<file path="src/include/vk_pkg.sv">
// constants and state types for the video keyer with clip/gain control
// Summary of operation
// - composite from background, key cut, key fill
// - fill source: incoming video or matte value
// - self key: one stream gives cut and fill
// - key control from cut alone removes background
// - additive: fill added unmultiplied after attenuation
// - linear/luminance: fill multiplied by key control
// - fill shaped with the background's key value
// - high keeps fill, low keeps background, blend
// - clip moves threshold, gain left unchanged
// - gain 50% ramps over half range
// - gain 100% ramps over full range
// - gain 0% switches hard at clip
// - gain above unity accepted, softer ramp
// - at/above upper opaque, at/below lower transparent
// - upper = clip+gain/2, lower = clip-gain/2
// - each threshold moves without moving other
// - any change recomputes the other pair
// - key types and self/split arrangements selectable
package vk_pkg;
   // ************************************************************
   // widths
   // ************************************************************
   localparam int PW = 10;
   localparam int KW = 11;
   localparam int TW = 13;
   localparam int GW = 8;
   localparam int QW = 27;
   localparam int CW = 6;
   localparam logic [KW-1:0] KC_FULL = 11'h400;
   localparam logic [PW-1:0] PIX_MAX = 10'h3FF;
   localparam logic [QW-1:0] DIV_NUM = 27'h400_0000;
   localparam int KC_SH = 16;
   localparam int MIX_SH = 10;
   // percent to span: span = pct * 1023 / 100
   localparam logic [13:0] G2S_MUL = 14'h28EC;
   localparam int G2S_SH = 10;
   localparam logic [15:0] S2G_MUL = 16'h1906;
   localparam logic [28:0] S2G_RND = 29'h0000_8000;
   localparam int S2G_SH = 16;
   localparam logic [GW-1:0] GAIN_MAX = 8'hFF;
   // ************************************************************
   // register map (byte addresses)
   // ************************************************************
   localparam logic [7:0] ADR_CTRL  = 8'h00;
   localparam logic [7:0] ADR_CLIP  = 8'h04;
   localparam logic [7:0] ADR_GAIN  = 8'h08;
   localparam logic [7:0] ADR_UPPER = 8'h0C;
   localparam logic [7:0] ADR_LOWER = 8'h10;
   localparam logic [7:0] ADR_MATTE = 8'h14;
   localparam logic [7:0] ADR_STAT  = 8'h18;
   localparam int CT_TYPE_LSB = 0;
   localparam int CT_MODE_BIT = 3;
   localparam int CT_MATTE_BIT = 4;
   localparam int CT_SELF_BIT = 5;
   localparam int ST_BUSY_BIT = 16;
   localparam logic [2:0] KT_ADD  = 3'h0;
   localparam logic [2:0] KT_LUM  = 3'h1;
   localparam logic [2:0] KT_LIN  = 3'h2;
   localparam logic [2:0] KT_CHR  = 3'h3;
   localparam logic [2:0] KT_PAT  = 3'h4;
   localparam logic [CW-1:0] CTRL_RST = 6'h01;
   localparam logic signed [TW-1:0] CLIP_RST = 13'h0200;
   localparam logic [GW-1:0] GAIN_RST = 8'h64;
   localparam logic [TW-1:0] SPAN_RST = 13'h03FF;
   localparam logic [TW-1:0] HALF_RST = 13'h01FF;
   // floor(DIV_NUM / SPAN_RST), the slope the divider would give for span 1023
   localparam logic [QW-1:0] RECIP_RST = 27'h001_0040;
   localparam logic [PW-1:0] MATTE_RST = 10'h000;
   typedef enum logic {VK_IDLE, VK_DIV} vk_st_t;
endpackage : vk_pkg

</file>
<file path="src/hdl/vk_keyer.sv">
// pixel keyer: cut to key control, background attenuation, fill shaping
`timescale 1ns/1ps
`default_nettype none
module vk_keyer
   import vk_pkg::*;
(
   // clock and reset
   input  wire  logic                 clk_i,
   input  wire  logic                 rst_i,
   // wishbone classic slave
   input  wire  logic                 wb_cyc_i,
   input  wire  logic                 wb_stb_i,
   input  wire  logic                 wb_we_i,
   input  wire  logic [7:0]           wb_adr_i,
   input  wire  logic [3:0]           wb_sel_i,
   input  wire  logic [31:0]          wb_dat_i,
   output logic       [31:0]          wb_dat_o,
   output logic                       wb_ack_o,
   // video in
   input  wire  logic                 pix_vld_i,
   input  wire  logic [vk_pkg::PW-1:0] bg_i,
   input  wire  logic [vk_pkg::PW-1:0] cut_i,
   input  wire  logic [vk_pkg::PW-1:0] fill_i,
   input  wire  logic [vk_pkg::PW-1:0] pat_i,
   // video out
   output logic [vk_pkg::PW-1:0]      comp_o,
   output logic                       comp_vld_o,
   output logic [vk_pkg::KW-1:0]      key_o
);
   import vk_pkg::*;

   // ************************************************************
   // state
   // ************************************************************
   typedef struct packed {
      logic                   ack;
      logic [31:0]            rdat;
      logic [CW-1:0]          ctrl;
      logic signed [TW-1:0]   clip;
      logic [GW-1:0]          gain;
      logic [TW-1:0]          span;
      logic [TW-1:0]          half;
      logic signed [TW-1:0]   upper;
      logic signed [TW-1:0]   lower;
      logic [PW-1:0]          matte;
      logic [QW-1:0]          recip;
      logic [TW:0]            rem;
      logic [QW-1:0]          quo;
      logic [4:0]             cnt;
      vk_st_t                 st;
      logic                   v1;
      logic [KW-1:0]          k1;
      logic [PW-1:0]          bg1;
      logic [PW-1:0]          fill1;
      logic                   add1;
      logic                   v2;
      logic [PW-1:0]          out;
      logic [KW-1:0]          key;
   } vk_state_t;

   vk_state_t s_q;
   vk_state_t s_d;

   function automatic logic [31:0] vk_merge(input logic [31:0] old_v,
                                            input logic [31:0] new_v,
                                            input logic [3:0]  sel);
      logic [31:0] r;
      r = old_v;
      for (int b = 0; b < 4; b++)
      begin
         if (sel[b])
         begin
            r[b*8 +: 8] = new_v[b*8 +: 8];
         end
      end
      return r;
   endfunction : vk_merge

   function automatic logic [31:0] vk_sx(input logic [TW-1:0] v);
      return {{(32-TW){v[TW-1]}}, v};
   endfunction : vk_sx

   // span in code units back to a gain percentage, rounded
   function automatic logic [GW-1:0] vk_pct(input logic [TW-1:0] sp);
      logic [28:0] p;
      p = 29'(sp * S2G_MUL) + S2G_RND;
      p = p >> S2G_SH;
      return (p > 29'(GAIN_MAX)) ? GAIN_MAX : p[GW-1:0];
   endfunction : vk_pct

   // ************************************************************
   // next state
   // ************************************************************
   logic                   req;
   logic [31:0]            wv;
   logic [31:0]            rv;
   logic signed [TW-1:0]   nt;
   logic [21:0]            sp22;
   logic [TW-1:0]          sp;
   logic [TW:0]            r2;
   logic                   go_div;
   logic [PW-1:0]          cut_v;
   logic [PW-1:0]          fill_v;
   logic signed [TW-1:0]   cs;
   logic signed [TW-1:0]   diff;
   logic [38:0]            prod;
   logic [KW-1:0]          kc;
   logic [2:0]             kt;
   logic [21:0]            acc;
   logic [11:0]            sum;

   always_comb
   begin
      s_d = s_q;
      req = wb_cyc_i & wb_stb_i & ~s_q.ack;
      wv = 32'h0000_0000;
      rv = 32'h0000_0000;
      nt = '0;
      sp22 = '0;
      sp = '0;
      r2 = '0;
      go_div = 1'b0;
      kt = s_q.ctrl[CT_TYPE_LSB +: 3];

      // ---- bus: one wait state, ack drops after one cycle
      s_d.ack = req;
      case (wb_adr_i)
         ADR_CTRL  : rv = {{(32-CW){1'b0}}, s_q.ctrl};
         ADR_CLIP  : rv = vk_sx(s_q.clip);
         ADR_GAIN  : rv = {{(32-GW){1'b0}}, s_q.gain};
         ADR_UPPER : rv = vk_sx(s_q.upper);
         ADR_LOWER : rv = vk_sx(s_q.lower);
         ADR_MATTE : rv = {{(32-PW){1'b0}}, s_q.matte};
         ADR_STAT  : rv = {15'h0000, s_q.st == VK_DIV, 5'h00, s_q.key};
         default   : rv = 32'h0000_0000;
      endcase
      s_d.rdat = req ? rv : 32'h0000_0000;
      wv = vk_merge(rv, wb_dat_i, wb_sel_i);

      if (req && wb_we_i)
      begin
         case (wb_adr_i)
            ADR_CTRL  : s_d.ctrl = wv[CW-1:0];
            ADR_MATTE : s_d.matte = wv[PW-1:0];
            ADR_CLIP  :
            begin
               // clip alone moves both thresholds, gain kept
               nt = signed'(wv[TW-1:0]);
               s_d.clip = nt;
               s_d.upper = nt + signed'(s_q.half);
               s_d.lower = nt - signed'(s_q.half);
            end
            ADR_GAIN  :
            begin
               sp22 = 22'(wv[GW-1:0] * G2S_MUL);
               sp = TW'(sp22 >> G2S_SH);
               s_d.gain = wv[GW-1:0];
               s_d.span = sp;
               s_d.half = sp >> 1;
               s_d.upper = s_q.clip + signed'(sp >> 1);
               s_d.lower = s_q.clip - signed'(sp >> 1);
               go_div = 1'b1;
            end
            ADR_UPPER :
            begin
               // never cross below the lower threshold
               nt = signed'(wv[TW-1:0]);
               if (nt < s_q.lower)
               begin
                  nt = s_q.lower;
               end
               sp = TW'(nt - s_q.lower);
               s_d.upper = nt;
               s_d.span = sp;
               s_d.half = sp >> 1;
               s_d.clip = TW'((14'(nt) + 14'(s_q.lower)) >>> 1);
               s_d.gain = vk_pct(sp);
               go_div = 1'b1;
            end
            ADR_LOWER :
            begin
               nt = signed'(wv[TW-1:0]);
               if (nt > s_q.upper)
               begin
                  nt = s_q.upper;
               end
               sp = TW'(s_q.upper - nt);
               s_d.lower = nt;
               s_d.span = sp;
               s_d.half = sp >> 1;
               s_d.clip = TW'((14'(nt) + 14'(s_q.upper)) >>> 1);
               s_d.gain = vk_pct(sp);
               go_div = 1'b1;
            end
            default   : s_d.ctrl = s_q.ctrl;
         endcase
      end

      // ---- serial divider: recip = full scale << 16 / span
      // slow but small; the old slope stays in use until it ends
      case (s_q.st)
         VK_IDLE :
         begin
            s_d.st = VK_IDLE;
         end
         VK_DIV :
         begin
            r2 = {s_q.rem[TW-1:0], s_q.quo[QW-1]};
            s_d.quo = {s_q.quo[QW-2:0], 1'b0};
            if (r2 >= {1'b0, s_q.span})
            begin
               r2 = r2 - {1'b0, s_q.span};
               s_d.quo[0] = 1'b1;
            end
            s_d.rem = r2;
            s_d.cnt = s_q.cnt + 5'd1;
            if (s_q.cnt == 5'(QW-1))
            begin
               s_d.recip = s_d.quo;
               s_d.st = VK_IDLE;
            end
         end
         default :
         begin
            s_d.st = VK_IDLE;
         end
      endcase
      if (go_div && sp != '0)
      begin
         s_d.st = VK_DIV;
         s_d.rem = '0;
         s_d.quo = DIV_NUM;
         s_d.cnt = 5'd0;
      end

      // ---- stage 1: source selection and key control
      fill_v = s_q.ctrl[CT_MATTE_BIT] ? s_q.matte : fill_i;
      if (s_q.ctrl[CT_SELF_BIT])
      begin
         cut_v = fill_i;
      end
      else if (kt == KT_PAT)
      begin
         cut_v = pat_i;
      end
      else
      begin
         cut_v = cut_i;
      end
      cs = signed'({{(TW-PW){1'b0}}, cut_v});
      diff = cs - s_q.lower;
      // full width: with a far negative lower threshold diff passes 4095
      prod = 39'(diff[TW-1:0] * s_q.recip) >> KC_SH;
      if (s_q.span == '0)
      begin
         kc = (cs >= s_q.clip) ? KC_FULL : '0;
      end
      else if (cs <= s_q.lower)
      begin
         kc = '0;
      end
      else if (cs >= s_q.upper || prod >= 39'(KC_FULL))
      begin
         kc = KC_FULL;
      end
      else
      begin
         kc = prod[KW-1:0];
      end
      s_d.v1 = pix_vld_i;
      if (pix_vld_i)
      begin
         s_d.k1 = kc;
         s_d.bg1 = bg_i;
         s_d.fill1 = fill_v;
         s_d.add1 = (kt == KT_ADD);
      end

      // ---- stage 2: composite with the same key value
      acc = 22'(s_q.bg1 * (KC_FULL - s_q.k1));
      if (s_q.add1)
      begin
         sum = 12'(acc >> MIX_SH) + 12'(s_q.fill1);
      end
      else
      begin
         acc = acc + 22'(s_q.fill1 * s_q.k1);
         sum = 12'(acc >> MIX_SH);
      end
      s_d.v2 = s_q.v1;
      if (s_q.v1)
      begin
         s_d.out = (sum > 12'(PIX_MAX)) ? PIX_MAX : sum[PW-1:0];
         s_d.key = s_q.k1;
      end
   end

   // ************************************************************
   // registers
   // ************************************************************
   always_ff @(posedge clk_i)
   begin
      if (rst_i)
      begin
         s_q <= '0;
         s_q.ctrl <= CTRL_RST;
         s_q.clip <= CLIP_RST;
         s_q.gain <= GAIN_RST;
         s_q.span <= SPAN_RST;
         s_q.half <= HALF_RST;
         s_q.upper <= CLIP_RST + signed'(HALF_RST);
         s_q.lower <= CLIP_RST - signed'(HALF_RST);
         s_q.matte <= MATTE_RST;
         s_q.recip <= RECIP_RST;
         s_q.st <= VK_IDLE;
      end
      else
      begin
         s_q <= s_d;
      end
   end

   assign wb_ack_o = s_q.ack;
   assign wb_dat_o = s_q.rdat;
   assign comp_o = s_q.out;
   assign comp_vld_o = s_q.v2;
   assign key_o = s_q.key;
endmodule : vk_keyer
`default_nettype wire

</file>
<file path="config.mk">
export PLATFORM = sky130hd
export DESIGN_NAME = vk_keyer
export DESIGN_NICKNAME = d
export VERILOG_FILES = /design/src/include/vk_pkg.sv /design/src/hdl/vk_keyer.sv
export SDC_FILE = /design/constraint.sdc
export NUM_CORES = 2
export LEC_CHECK = 0
export BUFFER_PORTS_ARGS = -buffer_cell sky130_fd_sc_hd__buf_2
export CORE_MARGIN = 1
export CORE_UTILIZATION = 40
export DETAILED_ROUTE_END_ITERATION = 12
export SETUP_SLACK_MARGIN = 0.1
export SYNTH_ARGS = -nofsm -noshare
export SYNTH_HDL_FRONTEND = slang
export SYNTH_SLANG_ARGS = --single-unit
</file>
<file path="constraint.sdc">
create_clock -name clk_i -period 13.68 [get_ports clk_i]
set_clock_uncertainty 0.15 [all_clocks]
set_input_delay 0.684 -clock clk_i [delete_from_list [all_inputs] [get_ports clk_i]]
set_output_delay 0.684 -clock clk_i [all_outputs]
set_load 0.005 [all_outputs]
</file>
After elaboration in Yosys (flattened, before gate mapping)
Cells that the tools add are included.
- bitwise logic cells: 5
- add/subtract/negate cells: 16
- reduce and logical (&&, ||, !) cells: 22
- mux-type cells: 34
- multiply operators: 6
- equality and inequality tests: 8
- magnitude comparators: 10
- operator list (cell ; count):
    32-bit case mux with 7 select lines ; 1
    13-bit case mux with 3 select lines ; 4
    13-bit 2-to-1 mux ; 8
    34-bit case mux with 3 select lines ; 1
    26-bit by 16-bit adder with 27-bit output (second input constant) ; 2
    13-bit subtractor ; 4
    13-bit by 12-bit multiplier with 25-bit output (second input constant) ; 2
    11-bit 2-to-1 mux ; 4
    10-bit 2-to-1 mux ; 4
    13-bit by 27-bit multiplier with 39-bit output ; 1
    33-bit 2-to-1 mux ; 1
    32-bit 2-to-1 mux ; 1
    13-bit by 13-bit adder with 14-bit output ; 2
    11-bit by 13-bit greater-or-equal comparator with 1-bit output ; 2
    8-bit by 5-bit equality test with 1-bit output (second input constant) ; 3
    8-bit 2-to-1 mux ; 3
    23-bit by 11-bit greater-or-equal comparator with 1-bit output (second input constant) ; 1
    22-bit by 21-bit adder with 22-bit output ; 1
    11-bit by 8-bit greater-than comparator with 1-bit output (second input constant) ; 2
    11-bit by 12-bit multiplier with 22-bit output ; 1
    10-bit by 11-bit multiplier with 21-bit output ; 1
    8-bit by 12-bit multiplier with 20-bit output (second input constant) ; 1
    8-bit by 4-bit equality test with 1-bit output (second input constant) ; 2
    14-bit by 13-bit greater-or-equal comparator with 1-bit output ; 1
    31 further kinds ; 48
- word-level logic and storage cells: 125
- bits in registers: 250
- output and inout port bits: 55
- input port bits: 90

Logic depth before layout (Yosys ltp)
- word-level depth: 13
- mapped depth: 54
- mapped depth without buffers: 48

Least setup slack after synthesis
No wires, ideal clock.
- path type: in2reg
- start point: input wb_adr_i[5]
- end point: register s_q[198] (netlist bit)
- buffers on the path: 2
- data required time: 13.444 ns
- cell stages on the path: 42
- library setup time: 0.086 ns
- setup slack: 1.747 ns
- arrival: 11.698 ns
- cells stage by stage: or4_4 nor4_4 nand2_1 and2_1 o41ai_1 ha_1 nor2b_1 o21a_1 o21a_1 o21a_1 o21ai_0 a21oi_1 o41ai_1 clkbuf_1 mux2i_1 inv_1 ha_1 nor2_1 (+6 left out) ha_1 ha_1 inv_1 fa_1 fa_1 inv_1 ha_1 a211oi_1 nand2_1 o21ai_0 a21oi_1 o311a_1 and3_1 nand4_1 mux2_2 a211oi_1 o21ai_0 a211oi_1
- word-level cells in the longest chain between the ends: 13
- elaborated cells on any way between the ends: 31
- those cells by class: add/sub (4); mul (2); order compare (4); eq/ne (6); mux (12); reduce/logical (3)
- ends and longest elaborated chain (element ; line ; text):
    start, declared ; vk_keyer.sv:14 ; input wire logic [7:0] wb_adr_i,
    8-bit by 5-bit equality test with 1-bit output, or another cell as far along ; vk_keyer.sv:127 ; case (wb_adr_i)
    32-bit case mux with 7 select lines (*) ; vk_keyer.sv:127 ;
    8-bit 2-to-1 mux (*) ; vk_keyer.sv:71 ; if (sel[b])
    net wv[1] ; vk_keyer.sv:95 ; logic [31:0] wv;
    13-bit greater-than comparator / 13-bit < comparator (equally long branches) ; vk_keyer.sv:183, vk_keyer.sv:168 ;
    13-bit 2-to-1 mux, on equally long branches ; vk_keyer.sv:183, vk_keyer.sv:168 ;
    13-bit 2-to-1 mux ; vk_keyer.sv:142 ; case (wb_adr_i)
    13-bit 2-to-1 mux ; vk_keyer.sv:140 ; if (req && wb_we_i)
    13-bit subtractor, on equally long branches ; vk_keyer.sv:187, vk_keyer.sv:172 ;
    13-bit by 12-bit multiplier with 25-bit output ; vk_keyer.sv:86 ; p = 29'(sp * S2G_MUL) + S2G_RND;
    26-bit by 16-bit adder with 27-bit output ; vk_keyer.sv:86 ;
    11-bit by 8-bit greater-than comparator with 1-bit output ; vk_keyer.sv:88 ; return (p > 29'(GAIN_MAX)) ? GAIN_MAX : p[GW-1:0];
    8-bit 2-to-1 mux ; vk_keyer.sv:88 ;
    34-bit case mux with 3 select lines (*) ; vk_keyer.sv:142 ;
    end, declared ; vk_keyer.sv:61 ; vk_state_t s_q;
The timed path passes the listed nets; every way through them passes the cells marked *. The select of a mux whose other input is x is not followed.
A chain may end at the register's enable or synchronous reset.

Final worst setup path
- start point: input wb_adr_i[3]
- end point: register s_q[197] (netlist bit)
The elaborated chain is that of the path after synthesis.

==> key figures <==
Synthesis
  • Seq cells post-synth: 219
  • Post-Synthesis Cell Area: about 0.043 sq mm
  • Adder-cell share of the synthesized area: between 40% and 50%
  • Combinational family with the most area after synthesis: adder cells
  • Leading area contributor after synthesis: fa_1
  • Mux share of post-synthesis cell area: around 3.2%
  • Simple-gate share of the synthesized area: between 15 and 20%
  • Asr flop ratio synth: 0%
  • Post-synth EDFFs: 0
  • Synth Area in Compound Gates: 13.9%
  • Area share of the largest cell type after synthesis: about a quarter
  • Synth Net Count: ~6.3k
  • Dominant synthesized flop cell: dfxtp_1
  • Avg Inst Size Synth: around 8.4 sq um
  • Seq/Total Area, Yosys: between 10% and 20%
  • Top cells by area, synth: fa_1, ha_1, dfxtp_1
  • Yosys Warn Count: 0
  • Mapped Cells: approximately 5.1k
  • Cell variety after synth: 89
  • Xor/xnor share of the synthesized area: under 10%

Drt
  • Via count: approximately 35k
  • Top Layer Used: met4
  • Via/cell ratio: 5.47
  • M1 WL: around 57000 microns
  • TritonRoute pass-1 iters: 10
  • Initial DRC count: 2660
  • WL/cell: around 20 microns
  • Final WL: ~130000 microns
  • WL met3: roughly 8600 microns
  • Wire length on met2: 59700 microns
  • Routed Antenna Nets: 0
  • # DRC: 30

Placed design
  • Post-DP HPWL: 105000 microns
  • Cell Area, Placed: 0.0445 sq mm
  • Placer Congestion: about 0.96
  • Number of buffers added on ports: between 100 and 150
  • DP Cell Count: about 6.4k

CTS
  • Clock transition at path regs: around 0.07 ns
  • Clk sinks: ~220
  • Post-cts hold buffer count: 0
  • Postcts setup bufs: 0
  • Clock Tree Buf Depth: 3
  • Clock Latency Late Sink: ~0.63 ns
  • PostCTS Resize Cnt: 0
  • Num CTS Buffers: 30
  • H-tree levels: 1
  • CTS tree: yes
  • Root Driver: clkbuf_16

Die
  • Boundary pin count: roughly 150
  • Site row count: about 120
  • Die area: approximately 0.11 sq mm
  • Die Wd: about 330 microns
  • Core Region: about 0.11 sq mm
  • Initial Utilization: about two fifths
  • Die Ht: around 330 microns

Finish
  • Fin cells: around 6.5k
  • Fillers: about 11k
  • Fin area: around 0.046 sq mm
  • Area grow syn2layout: 6.78%
  • Fin util: 43.2%
  • Most frequent standard cell in the layout excluding fill and tap cells: inv_1
  • Multi-input logic area: 0.0343 sq mm
  • Reg area: 0.00439 sq mm
  • Most frequent cells in the layout: inv_1, ha_1, nand2_1
  • Layout cells sized above 1: about 6.4%
  • Post-layout nets: about 6.3k

STA
  • RSZ-0062 raised after global routing: no
  • Final setup viols: 0
  • Max Fclk: about 80 MHz
  • Worst Tran Pin Value: 1.13 ns
  • Max-slew violation count: 0
  • Final Cycle Share: approximately 90%
  • Slew margin rel.: between 20% and 30%
  • Hold slack: 0.157 ns
  • Final Hold Viols: 0
  • Setup TNS: 0 ns
  • Minimum clock period: between 10 and 15 ns

Critical path
  • Crit path arrival time: about 13 ns
  • CP Class: primary input to register
  • Worst endpoint required time: about 14 ns
  • Slowest cell on crit path: xor2_1
  • Crit path launch type: primary input
  • Nature of the critical path endpoint: register
  • Max stage delay on crit path: 0.69 ns
  • Crit Path Max Fanout: 23
  • Most frequent CP cell: ha_1

Global routing
  • GRT Overall Usage: ~24%
  • Vias in the first global route: ~36k
  • Global-route wire length before repair: about 200000 microns
  • GR Overflow Total: 0
  • Pin count of the biggest net entering global routing: 64
  • Initial antenna violation count: 5

Min path
  • Worst min path class: primary input to register

Power and ir drop
  • PwrDens: approximately 160 mW/mm^2
  • Pleak: ~22 nW
  • Max VDD drop: approximately 420 uV

Outcome
  • Status: finished, violations left
  • Violated checks: DRC

Run
  • Max-Cap Viols: 0
-- kinds of logic (layout without fill, tap and decap cells) --
| family | count (synthesis) | in the layout |
|---|---|---|
| xor+xnor | 208 | 208 |
| buf+inv | 1063 | 1047 |
| simple gates | 1459 | 1459 |
| flops | 219 | 219 |
| mux | 130 | 130 |
| other cells | 0 | 1 |
| fa+ha+maj | 1120 | 1120 |
| compound gates | 893 | 893 |
-- sequential cells by signal, summed over array words and instances (netlist names) --
name / count
comp_vld_o: 1
comp_o: 10
s_q: 178
wb_ack_o: 1
s_d: 1
kt: 3
wb_dat_o: 14
key_o: 11
-- final cells by class --
class / instances / share of cell area (%)
multi-input combinational: 3810 / 75.2
sequential: 219 / 9.62
inverter: 801 / 6.59
tap: 1391 / 3.82
timing repair buffer: 192 / 2.49
clock buffer: 35 / 1.82
clock inverter: 19 / 0.491
antenna: 1 / 0.00549
-- metal layers --
metal	track usage (%)	vias to the layer above
met2	40.1	1103
met1	32.8	17500
met3	2.79	181
met5	0	-
li1	-	16700
met4	7.34	0
-- path summary, 6_finish.rpt --
path	end	cells past startpoint	slack [ns]	from
setup / recovery	s_q[197]	41	1.32	wb_adr_i[3]
hold / removal	s_q[34]	3	0.16	bg_i[1]
setup reg to reg	s_q[197]	43	1.92	s_q[157]
hold reg to reg	s_q[112]	2	0.32	s_q[70]
-- critical path: cells and delay by family --
kind,cells,cell delay [ns]
simple gates,10,3.14
compound gates,13,3.07
fa+ha+maj,8,2.79
mux,4,1.53
buf+inv,5,0.82
xor+xnor,1,0.69
-- where the power goes --
group          leakage [nW]  total [W]  switching (W)  internal [W]
Sequential             1.77   0.000670      0.0000215      0.000649
Combinational          19.7    0.00555        0.00336       0.00220
Clock                 0.507   0.000876       0.000380      0.000496
-- per-stage QoR --
stage               worst slack, ns  power (W)
global route                  0.578    0.00786
finish                         1.32    0.00710
floorplan                      1.75    0.00475
detailed placement            0.820    0.00622
CTS                            1.44    0.00714
global placement               1.01    0.00615
-- synth_stat cells (all sizes together) (104+ instances only) --
master / number
a21oi: 244
and2: 213
clkbuf: 189
dfxtp: 219
fa: 536
ha: 584
inv: 800
mux2i: 104
nand2: 567
nor2: 294
o21ai: 171
xnor2: 147
No activity file was read; power rests on OpenSTA's default activity.
